File: src/bwu_pkg.sv
package bwu_pkg;

  // ****************************************
  // Register map (byte addresses, one word each)
  // ****************************************
  localparam logic [4:0] OFS_ADDR_HI = 5'h00;
  localparam logic [4:0] OFS_ADDR_LO = 5'h04;
  localparam logic [4:0] OFS_MASK_HI = 5'h08;
  localparam logic [4:0] OFS_MASK_LO = 5'h0C;
  localparam logic [4:0] OFS_COND    = 5'h10;
  localparam logic [4:0] OFS_STATUS  = 5'h14;

  // ****************************************
  // Condition field positions and codes
  // ****************************************
  localparam int SRC_CPU_BIT    = 6;
  localparam int SRC_DMA_BIT    = 7;
  localparam int KIND_FETCH_BIT = 4;
  localparam int KIND_DATA_BIT  = 5;
  localparam int DIR_RD_BIT     = 2;
  localparam int DIR_WR_BIT     = 3;
  localparam int SIZE_LSB       = 0;
  localparam int SIZE_MSB       = 1;

  localparam logic [1:0] SIZE_ANY  = 2'h0;
  localparam logic [1:0] SIZE_BYTE = 2'h1;
  localparam logic [1:0] SIZE_WORD = 2'h2;
  localparam logic [1:0] SIZE_LONG = 2'h3;

  // Status word bit positions
  localparam int STS_PEND_BIT   = 0;
  localparam int STS_REQ_BIT    = 1;
  localparam int STS_SECOND_BIT = 2;
  localparam int STS_DATA_BIT   = 3;
  localparam int STS_NEXT_BIT   = 4;

  // ****************************************
  // Reset values and fixed figures
  // ****************************************
  localparam logic [7:0]  COND_RST       = 8'h00;
  localparam logic [15:0] HALF_RST       = 16'h0000;
  localparam logic [31:0] WORD_RST       = 32'h0000_0000;
  localparam logic [3:0]  BRK_LEVEL      = 4'hF;
  localparam logic [3:0]  MASK_LEVEL_MAX = 4'hE;
  localparam logic [31:0] INSTR_BYTES    = 32'h0000_0002;

  // ****************************************
  // Types
  // ****************************************
  typedef struct packed {
    logic        valid;
    logic [31:0] addr;
    logic        dma;
    logic        fetch;
    logic        write;
    logic [1:0]  size;
    logic        dual;
    logic        defer;
  } bwu_cycle_t;

  typedef enum logic [1:0] {
    BWU_IDLE = 2'b01,
    BWU_ACK  = 2'b10
  } bwu_bus_st_t;

  typedef struct packed {
    bwu_bus_st_t bst;
    logic        busy;
    logic [31:0] rdata;
    logic [15:0] addr_hi;
    logic [15:0] addr_lo;
    logic [15:0] mask_hi;
    logic [15:0] mask_lo;
    logic [7:0]  cond;
    logic        pend;
    logic        req;
    logic        second;
    logic        data_brk;
    logic        use_next;
    logic [31:0] pc;
    logic [3:0]  level;
  } bwu_state_t;

  localparam bwu_state_t STATE_RST = '{
    bst: BWU_IDLE, busy: 1'b1, rdata: WORD_RST,
    addr_hi: HALF_RST, addr_lo: HALF_RST, mask_hi: HALF_RST, mask_lo: HALF_RST,
    cond: COND_RST, pend: 1'b0, req: 1'b0, second: 1'b0, data_brk: 1'b0,
    use_next: 1'b0, pc: WORD_RST, level: BRK_LEVEL};

endpackage

File: src/bwu_top.sv
`timescale 1ns/10ps
// How it works
// - Cycle condition register clears on power-on reset and hardware standby only.
// - Condition register upper byte reads zero; software writes zero there.
// - Source field 7:6: off, CPU, DMA/transfer controller, or both.
// - Access field 5:4: off, instruction fetch, data access, or both.
// - Direction field 3:2: off, read, write, or both.
// - Size field 1:0: any, byte, word, or longword.
// - Every instruction fetch matches as a word access, even paired fetches.
// - Matching size is the access's own size, not the region bus width.
// - Any of source, access or direction at 00 blocks all breaks.
// - When all enabled conditions agree, raise the break request.
// - Request has level 15; raised only while mask level is 14 or less.
// - At mask level 15 the request stays pending until allowed.
// - Paired fetch compares both instruction addresses; second breaks after first.
// - Fetch break precedes execution; saved PC is the matching fetch address.
// - Deferred fetch break saves the start address of the next instruction.
// - Data break is imprecise; saved PC follows the last executed instruction.
// - Mask bit 1 excludes that address bit; bit 0 must match.
// - Break address is held as two 16-bit halves, upper and lower.
module bwu_top (
  input  wire logic                clock,
  input  wire logic                rst,
  input  wire logic                ce,
  input  wire logic                hw_standby,
  input  wire logic [4:0]          avs_address,
  input  wire logic                avs_read,
  input  wire logic                avs_write,
  input  wire logic [31:0]         avs_writedata,
  input  wire logic [3:0]          avs_byteenable,
  output logic [31:0]              avs_readdata,
  output logic                     avs_waitrequest,
  input  wire bwu_pkg::bwu_cycle_t cyc,
  input  wire logic [3:0]          interrupt_mask_level,
  input  wire logic [31:0]         cpu_next_pc,
  input  wire logic                brk_ack,
  output logic                     brk_req,
  output logic [3:0]               brk_level,
  output logic                     brk_second,
  output logic                     brk_data,
  output logic [31:0]              brk_pc
);

  bwu_pkg::bwu_state_t s_r;
  bwu_pkg::bwu_state_t s_nxt;
  logic [31:0]         rd_mux;
  logic [31:0]         match_addr;
  logic [31:0]         match_mask;
  logic [31:0]         second_addr;
  logic                hit_first;
  logic                hit_second_raw;
  logic                hit_second;
  logic                any_hit;
  logic                take;

  // ****************************************
  // Address compare, one matcher per instruction slot
  // ****************************************
  assign match_addr  = {s_r.addr_hi, s_r.addr_lo};
  assign match_mask  = {s_r.mask_hi, s_r.mask_lo};
  assign second_addr = cyc.addr + bwu_pkg::INSTR_BYTES;

  bwu_match u_first (
    .cond       (s_r.cond),
    .match_addr (match_addr),
    .mask       (match_mask),
    .cyc        (cyc),
    .cmp_addr   (cyc.addr),
    .hit        (hit_first)
  );

  bwu_match u_second (
    .cond       (s_r.cond),
    .match_addr (match_addr),
    .mask       (match_mask),
    .cyc        (cyc),
    .cmp_addr   (second_addr),
    .hit        (hit_second_raw)
  );

  // The second slot only exists on a paired fetch from 32-bit memory
  assign hit_second = hit_second_raw && cyc.dual && cyc.fetch;
  assign any_hit    = hit_first || hit_second;
  assign take       = brk_ack && s_r.req;

  // ****************************************
  // Read data selection
  // ****************************************
  // Unmapped offsets read zero; 16-bit registers sit in the low half
  always_comb
  begin
    rd_mux = 32'h0000_0000;
    case (avs_address)
      bwu_pkg::OFS_ADDR_HI: rd_mux[15:0] = s_r.addr_hi;
      bwu_pkg::OFS_ADDR_LO: rd_mux[15:0] = s_r.addr_lo;
      bwu_pkg::OFS_MASK_HI: rd_mux[15:0] = s_r.mask_hi;
      bwu_pkg::OFS_MASK_LO: rd_mux[15:0] = s_r.mask_lo;
      bwu_pkg::OFS_COND:    rd_mux[7:0]  = s_r.cond;
      bwu_pkg::OFS_STATUS:
      begin
        rd_mux[bwu_pkg::STS_PEND_BIT]   = s_r.pend;
        rd_mux[bwu_pkg::STS_REQ_BIT]    = s_r.req;
        rd_mux[bwu_pkg::STS_SECOND_BIT] = s_r.second;
        rd_mux[bwu_pkg::STS_DATA_BIT]   = s_r.data_brk;
        rd_mux[bwu_pkg::STS_NEXT_BIT]   = s_r.use_next;
      end
      default: rd_mux = 32'h0000_0000;
    endcase
  end

  // ****************************************
  // Next state: bus slave and break tracking
  // ****************************************
  always_comb
  begin
    s_nxt = s_r;
    // Avalon slave: answer one cycle after the request is seen
    case (s_r.bst)
      bwu_pkg::BWU_IDLE:
      begin
        s_nxt.busy = 1'b1;
        if (avs_read || avs_write)
        begin
          s_nxt.bst   = bwu_pkg::BWU_ACK;
          s_nxt.busy  = 1'b0;
          s_nxt.rdata = rd_mux;
        end
      end
      bwu_pkg::BWU_ACK:
      begin
        s_nxt.bst  = bwu_pkg::BWU_IDLE;
        s_nxt.busy = 1'b1;
        // Write commits on the edge where waitrequest is seen low
        if (avs_write)
        begin
          case (avs_address)
            bwu_pkg::OFS_ADDR_HI:
            begin
              if (avs_byteenable[1]) s_nxt.addr_hi[15:8] = avs_writedata[15:8];
              if (avs_byteenable[0]) s_nxt.addr_hi[7:0]  = avs_writedata[7:0];
            end
            bwu_pkg::OFS_ADDR_LO:
            begin
              if (avs_byteenable[1]) s_nxt.addr_lo[15:8] = avs_writedata[15:8];
              if (avs_byteenable[0]) s_nxt.addr_lo[7:0]  = avs_writedata[7:0];
            end
            bwu_pkg::OFS_MASK_HI:
            begin
              if (avs_byteenable[1]) s_nxt.mask_hi[15:8] = avs_writedata[15:8];
              if (avs_byteenable[0]) s_nxt.mask_hi[7:0]  = avs_writedata[7:0];
            end
            bwu_pkg::OFS_MASK_LO:
            begin
              if (avs_byteenable[1]) s_nxt.mask_lo[15:8] = avs_writedata[15:8];
              if (avs_byteenable[0]) s_nxt.mask_lo[7:0]  = avs_writedata[7:0];
            end
            // Reserved upper byte is not stored at all
            bwu_pkg::OFS_COND:
            begin
              if (avs_byteenable[0]) s_nxt.cond = avs_writedata[7:0];
            end
            default: s_nxt.cond = s_r.cond;
          endcase
        end
      end
      default:
      begin
        s_nxt.bst  = bwu_pkg::BWU_IDLE;
        s_nxt.busy = 1'b1;
      end
    endcase

    // Acceptance by the arbiter retires the pending break
    if (take)
    begin
      s_nxt.pend   = 1'b0;
      s_nxt.second = 1'b0;
      // Imprecise or deferred breaks take the CPU's next address now
      if (s_r.use_next)
        s_nxt.pc = cpu_next_pc;
    end
    // A hit in the accept cycle re-arms; other hits while a break is pending are dropped.
    // Later register writes cannot cancel a latched second-slot break.
    if ((!s_r.pend || take) && any_hit)
    begin
      s_nxt.pend     = 1'b1;
      s_nxt.second   = !hit_first;
      s_nxt.data_brk = !cyc.fetch;
      s_nxt.use_next = !cyc.fetch || cyc.defer;
      s_nxt.pc       = hit_first ? cyc.addr : second_addr;
    end
    // Hardware standby clears registers and pending state like power-on, but keeps pc and data flag; software standby is not seen here
    if (hw_standby)
    begin
      s_nxt.addr_hi  = bwu_pkg::HALF_RST;
      s_nxt.addr_lo  = bwu_pkg::HALF_RST;
      s_nxt.mask_hi  = bwu_pkg::HALF_RST;
      s_nxt.mask_lo  = bwu_pkg::HALF_RST;
      s_nxt.cond     = bwu_pkg::COND_RST;
      s_nxt.pend     = 1'b0;
      s_nxt.second   = 1'b0;
      s_nxt.use_next = 1'b0;
    end
    // Pending stays put while the mask level blocks it
    s_nxt.req   = s_nxt.pend && (interrupt_mask_level <= bwu_pkg::MASK_LEVEL_MAX);
    s_nxt.level = bwu_pkg::BRK_LEVEL;
  end

  // ****************************************
  // State register
  // ****************************************
  // Clock enable low freezes everything, bus handshake included
  always_ff @(posedge clock)
  begin
    if (rst)
      s_r <= bwu_pkg::STATE_RST;
    else if (ce)
      s_r <= s_nxt;
  end

  // Outputs straight from the state register
  assign avs_readdata    = s_r.rdata;
  assign avs_waitrequest = s_r.busy;
  assign brk_req         = s_r.req;
  assign brk_level       = s_r.level;
  assign brk_second      = s_r.second;
  assign brk_data        = s_r.data_brk;
  assign brk_pc          = s_r.pc;
endmodule

File: src/bwu_match.sv
`timescale 1ns/10ps
module bwu_match (
  input  wire logic [7:0]         cond,
  input  wire logic [31:0]        match_addr,
  input  wire logic [31:0]        mask,
  input  wire bwu_pkg::bwu_cycle_t cyc,
  input  wire logic [31:0]        cmp_addr,
  output logic                    hit
);

  logic       src_ok;
  logic       kind_ok;
  logic       dir_ok;
  logic       size_ok;
  logic       addr_ok;
  logic [1:0] eff_size;
  logic [1:0] size_sel;

  // ****************************************
  // Per-field agreement
  // ****************************************
  // A source, access or direction field of 00 has neither bit set, so it can never agree
  assign src_ok  = cyc.dma ? cond[bwu_pkg::SRC_DMA_BIT] : cond[bwu_pkg::SRC_CPU_BIT];
  assign kind_ok = cyc.fetch ? cond[bwu_pkg::KIND_FETCH_BIT]
                             : cond[bwu_pkg::KIND_DATA_BIT];
  assign dir_ok  = cyc.write ? cond[bwu_pkg::DIR_WR_BIT] : cond[bwu_pkg::DIR_RD_BIT];

  // Size is the access's own size; a fetch always counts as a word
  assign size_sel = cond[bwu_pkg::SIZE_MSB:bwu_pkg::SIZE_LSB];
  assign eff_size = cyc.fetch ? bwu_pkg::SIZE_WORD : cyc.size;
  assign size_ok  = (size_sel == bwu_pkg::SIZE_ANY) || (size_sel == eff_size);

  // Mask bit 1 drops that address bit from the compare
  assign addr_ok = ((cmp_addr ^ match_addr) & ~mask) == 32'h0000_0000;

  // All conditions in the same bus cycle
  assign hit = cyc.valid && src_ok && kind_ok && dir_ok && size_ok && addr_ok;

endmodule

File: config.mk
export PLATFORM = sky130hd
export DESIGN_NAME = bwu_top
export DESIGN_NICKNAME = d
export VERILOG_FILES = /design/src/bwu_pkg.sv /design/src/bwu_top.sv /design/src/bwu_match.sv
export SDC_FILE = /design/constraint.sdc
export NUM_CORES = 1
export LEC_CHECK = 0
export ABC_AREA = 1
export BUFFER_PORTS_ARGS = -buffer_cell sky130_fd_sc_hd__buf_2
export CAP_MARGIN = 20
export CORE_MARGIN = 1.5
export CORE_UTILIZATION = 60
export DETAILED_ROUTE_END_ITERATION = 7
export PLACE_DENSITY = 0.95
export SLEW_MARGIN = 30
export SYNTH_ARGS = -nofsm -noshare
export SYNTH_HDL_FRONTEND = slang
export SYNTH_SLANG_ARGS = --single-unit
export TNS_END_PERCENT = 1
File: constraint.sdc
create_clock -name clock -period 5.1 [get_ports clock]
set_input_delay 0.765 -clock clock [delete_from_list [all_inputs] [get_ports clock]]
set_output_delay 0.765 -clock clock [all_outputs]
set_load 0.01 [all_outputs]
# --- After elaboration in Yosys (flattened, before gate mapping) ---
# Cells that the tools add are included.
# W data, S select, Z words.
word_totals:
  word_cells: 113
  reg_bits: 128
  in_bits: 124
  out_inout_bits: 72
classes:
  mux: 28
  eq_ne: 9
  add_sub_neg: 1
  order_cmp: 1
  n_bitwise: 5
  reduce_logical: 51
op_table:
  columns: ["op", "count"]
  rows:
  - ["$mux W72", 2]
  - ["$mux W32", 3]
  - ["$mux W73", 1]
  - ["$mux W35", 2]
  - ["$and A32 B32 Y32", 2]
  - ["$logic_not A32 Y1", 2]
  - ["$mux W16", 4]
  - ["$xor A32 B32 Y32", 2]
  - ["$reduce_and A5 Y1", 9]
  - ["$add A32 B2 Y32 const B", 1]
  - ["$not A32 Y32", 1]
  - ["$pmux W8 S4", 1]
  - ["$pmux W5 S6", 1]
  - ["$mux W8", 3]
  - ["$reduce_bool A2 Y1", 12]
  - ["$pmux W3 S5", 1]
  - ["$logic_and A1 B1 Y1", 11]
  - ["$eq A5 B4 Y1 const B", 2]
  - ["$eq A5 B5 Y1 const B", 2]
  - ["$mux W1", 8]
  - ["$reduce_and A2 Y1", 4]
  - ["$reduce_and A3 Y1", 2]
  - ["$eq A5 B3 Y1 const B", 1]
  - ["$logic_not A5 Y1", 1]
  - ["11 further kinds", 17]

# --- Logic depth before layout (Yosys ltp) ---
depth:
  ltp_word: 13
  ltp_mapped: 20

# --- Hierarchy ---
# From an unflattened synthesis, not the netlist that was laid out.
unflattened:
  hier_cells: 1522
  hier_area_um2: 8921.1
modules_own_cells:
  columns: ["mod", "area_each_um2", "cells_per_inst", "n_inst"]
  rows:
  - ["bwu_top", 7352.1, 1154, 1]
  - ["bwu_match", 784.5, 184, 2]

# --- Worst setup path before layout ---
# Ideal clock, no wire load.
synth_path:
  kind: "input port to flip-flop"
  from: "input cyc[8] in the netlist's numbering"
  to: "register s_r, in the netlist brk_pc[11]"
  required_time_ns: 4.984
  slack_ns: 2.261
  n_path_buf: 1
  arrival_ns: 2.723
  path_stages: 19
  cell_sequence: "ha_1 > nand2_1 > nor2_4 > nand2_1 > nor2_4 > nand3_1 > nand2_1 > nand2_1 > nand3_1 > nand2_1 > nor2_1 > nand3_1 > o21bai_2 > nand3_2 > nand2_2 > inv_2 > buf_2 > nor2_1 > nor2_1"
synth_via:
  elab_chain_len: 11
  word_cells_on_any_way: 18
  classes_between: "1 x add/sub; 2 x mux; 4 x bitwise; 11 x reduce/logical"
synth_lines:
  columns: ["element", "line", "rtl"]
  rows:
  - ["from (decl)", "bwu_top.sv:33", "input wire bwu_pkg::bwu_cycle_t cyc,"]
  - ["$add A32 B2 Y32", "bwu_top.sv:61", "assign second_addr = cyc.addr + bwu_pkg::INSTR_BYTES;"]
  - ["$xor A32 B32 Y32", "bwu_match.sv:34", "assign addr_ok = ((cmp_addr ^ match_addr) & ~mask) == 32'h0000_0000;"]
  - ["$and A32 B32 Y32", "bwu_match.sv:34", null]
  - ["$logic_not A32 Y1", "bwu_match.sv:34", null]
  - ["$logic_and A1 B1 Y1", "bwu_match.sv:37", "assign hit = cyc.valid && src_ok && kind_ok && dir_ok && size_ok && addr_ok;"]
  - ["$logic_and A1 B1 Y1 (2 in a row)", "bwu_top.sv:82", "assign hit_second = hit_second_raw && cyc.dual && cyc.fetch;"]
  - ["$logic_or A1 B1 Y1", "bwu_top.sv:83", "assign any_hit = hit_first || hit_second;"]
  - ["$logic_and A1 B1 Y1", "bwu_top.sv:184", "if ((!s_r.pend || take) && any_hit)"]
  - ["$reduce_bool A2 Y1 (no line)", null, null]
  - ["$reduce_and A3 Y1 (no line)", null, null]
  - ["to (signal assigned)", "bwu_top.sv:216", "s_r <= bwu_pkg::STATE_RST;"]
  - ["to (signal assigned)", "bwu_top.sv:218", "s_r <= s_nxt;"]
  - ["to (decl)", "bwu_top.sv:44", "bwu_pkg::bwu_state_t s_r;"]
# Several ways; a longest one is shown, not always the timed one. The select of a mux whose other input is x is not followed.
# A chain may end at the register's enable or synchronous reset.

# --- Worst setup path after layout ---
layout_path:
  from: "input cyc[9] in the netlist's numbering"
  to: "register s_r, in the netlist brk_pc[22]"
# The elaborated chain is that of the path after synthesis.

==> results.cfg <==
[run_status]
status = finished, final reports clean

[worst_setup_path]
path_depth = 19
crit_chain = buf_2 -> ha_1 -> nand2_1 -> nor2_4 -> nand2_2 -> nor2_1 -> nand2_1 -> nand2_1 -> nand2_1 -> nand3_1 -> nand2_1 -> nor2_1 -> nand4_1 -> o21bai_2 -> nand3_2 -> nand2_2 -> inv_2 -> nor2_1 -> nor2_1
cpPeakStageDelay_ps = 330
path_delay_family = simple AND/OR/NAND/NOR gates
rr_worst_depth = 12
crit_fanout = 32
path_class = in2reg
cp.buffers_inverters = 2
cp.required_ps = 5410
setup.worst_path.start_class = input port
cp_slowest_cell = o21bai_2
end_kind = flip-flop
critPathMostFrequentCell = nand2_1
arrival_ps = 4030

[layout]
layout-drive-gt1-share = 0.139
stdcell_area_um2 = 9930
areaGrowthSynthToFinish_pct = 11.9
final_util = 0.686
nets = 1712
diodes = 0

[global_routing]
grt_usage = 0.427
first_global_vias = 9438
grt_pass1_wl_um = 51600
grt_antenna_before_repair = 0
grt_max_degree = 61
overflow = 0

[placed_design]
numPortBuffers = 157
post_dp_cell_area_um2 = 9310
dp_hpwl_um = 25900
gp_congestion = 1.07

[clock_tree]
cts-root-buf = clkbuf_16
postCtsHoldBufs = 0
h-tree-depth = 4
post_cts_buffers = 0
cts.sinks = 128
post_cts_resized = 0
numCtsBuffers = 17
clock_latency_ps = 440
cts_tree = built
path_clk_slew_ps = 70
clk_path_buf_depth = 2

[detailed_routing]
drc = 0
dr.pass1.iters = 7
vias = 10500
drt-initial-drc-count = 1282
routed_via_density = 5.87
post_drt_wl_per_cell_um = 18.7
wl_um = 33400
drtAntennaViolNets = 0

[floorplanning]
start_util = 0.613
std_cell_rows = 44
coreArea_um2 = 14500
die_area_um2 = 15500
io_pins = 196
die_h_um = 125
die_w_um = 125

[sta]
fin_crit_sh = 0.729
slew_viol_final = 0
fmax_mhz = 269
fin_crit_ps = 3720
final.setup.tns_ps = 0
rsz0062_at_grt = false
tightest_slew_ps = 983
whs_ps = 468
setup_viol = 0
final_hold_viol_count = 0
max_slew_margin = 0.342
finalClockSkew_ps = 17.0

[logic_synthesis]
synth_top_cell_by_area = dfxtp_1
syn_area_per_cell_um2 = 5.91
ys_warn_count = 0
syn_area_um2 = 8870
yosysUniqueCellTypes = 37
seq_area_frac_synth = 0.289
ys_seq_elements = 128
synth_area_leaders = dfxtp_1, nand2_1, o21ai_0, nor2_1, nand3_1
syn_inst = 1502
synth_top_area_share = 0.289

[pwr]
ir_drop_v = 0.000264
power-per-cell-area_nw_per_um2 = 281
p_leak_nw = 4.88

[min_path]
hold_path.class = reg2reg
whs_path_depth = 2

[flow_run]
cap_viol_max_count = 0
registers in the layout (all words and copies together), names as in the netlist:
register,cells
s_r,12
brk_req,1
brk_data,1
match_mask,32
brk_pc,32
brk_second,1
avs_waitrequest,1
match_addr,32
avs_readdata,16
worst register-to-register path: stages, from the launching register on:
cell and delay (ps):
dfxtp_1 430, o21ai_0 120, nor2_1 160, nand3_1 100, nor2_1 310, inv_1 160
nor4_2 510, o21bai_2 280, nand3_2 120, nand2_2 300, inv_2 330, nor2_1 220
nor2_1 70
layout by cell type, fill, tap and decap left out, drive strengths merged, types with 3 or more instances in the layout:
cell type,count
nand2,421
clkinvlp,3
conb,20
o31ai,5
a211oi,4
o22ai,30
nor3,10
nor2,184
buf,171
xor2,6
inv,169
nand3,127
o21ai,148
nand4,26
bufinv,3
dfxtp,128
nand3b,17
clkbuf,19
a21oi,94
kinds of logic (layout without fill, tap and decap cells):
| kind of cell | after synthesis | after routing | share of synthesized area |
|---|---|---|---|
| adder cells (fa/ha/maj) | 1 | 1 | 0.00141 |
| other | 2 | 20 | 0.000847 |
| AND/OR/NAND/NOR | 790 | 790 | 0.376 |
| AO/OA/AOI/OAI | 286 | 286 | 0.170 |
| buffers and inverters | 287 | 367 | 0.154 |
| XOR/XNOR | 8 | 8 | 0.00790 |
| flip-flops | 128 | 128 | 0.289 |
metal layers:
layer  global-route usage  wire (µm)  vias to the layer above
li1                     -          -                     4972
met3               0.0902       4250                       89
met1                0.585      13500                     4661
met4                0.163       1210                        0
met5                    0          0                        -
met2                0.659      14400                      755
cell type report:
class	instances	area, µm²
Fill cell	1270	4550
Clock buffer	19	433
Timing Repair Buffer	171	891
Tap cell	184	230
Inverter	164	616
Clock inverter	13	176
Multi-Input combinational cell	1105	5020
Sequential cell	128	2560
through the flow:
| stage | setup WS (ps) | total power [mW] | instances |
|---|---|---|---|
| after floorplan | 2260 | 1.33 | 1520 |
| after global placement | 1110 | 1.47 | 1752 |
| after detailed placement | 1060 | 1.48 | 1752 |
| after CTS | 1480 | 2.76 | 1784 |
| after global routing | 1170 | 2.86 | 1784 |
| final | 1380 | 2.79 | 1784 |
worst paths after layout:
kind,startpoint,end,slack (ps)
min reg2reg,avs_readdata[4],avs_readdata[4],470
min,avs_readdata[4],avs_readdata[4],470
max reg2reg,s_r[47],brk_pc[22],1890
max,cyc[9],brk_pc[22],1380
where the power goes:
group	total [mW]	switching, mW	internal, mW
Combinational	0.417	0.294	0.124
Sequential	1.06	0.0320	1.03
Clock	1.31	0.529	0.781
Total	2.79	0.854	1.94
synth_stat cells, drive strengths merged:
master   instances
ha               1
o21ai          148
o31ai            5
a221oi           1
xor2             6
nand3b          17
or2              1
a211oi           4
a21oi           94
dfxtp          128
clkinv           1
conb             2
nor3b            1
clkbuf          41
nand3          127
nand4           26
nand2          421
inv            163
buf             82
o21bai           2
a2111oi          2
nor3            10
and2             2
nor4             1
xnor2            2
o22ai           30
nor2           184
Power figures use the tool's default switching activity.
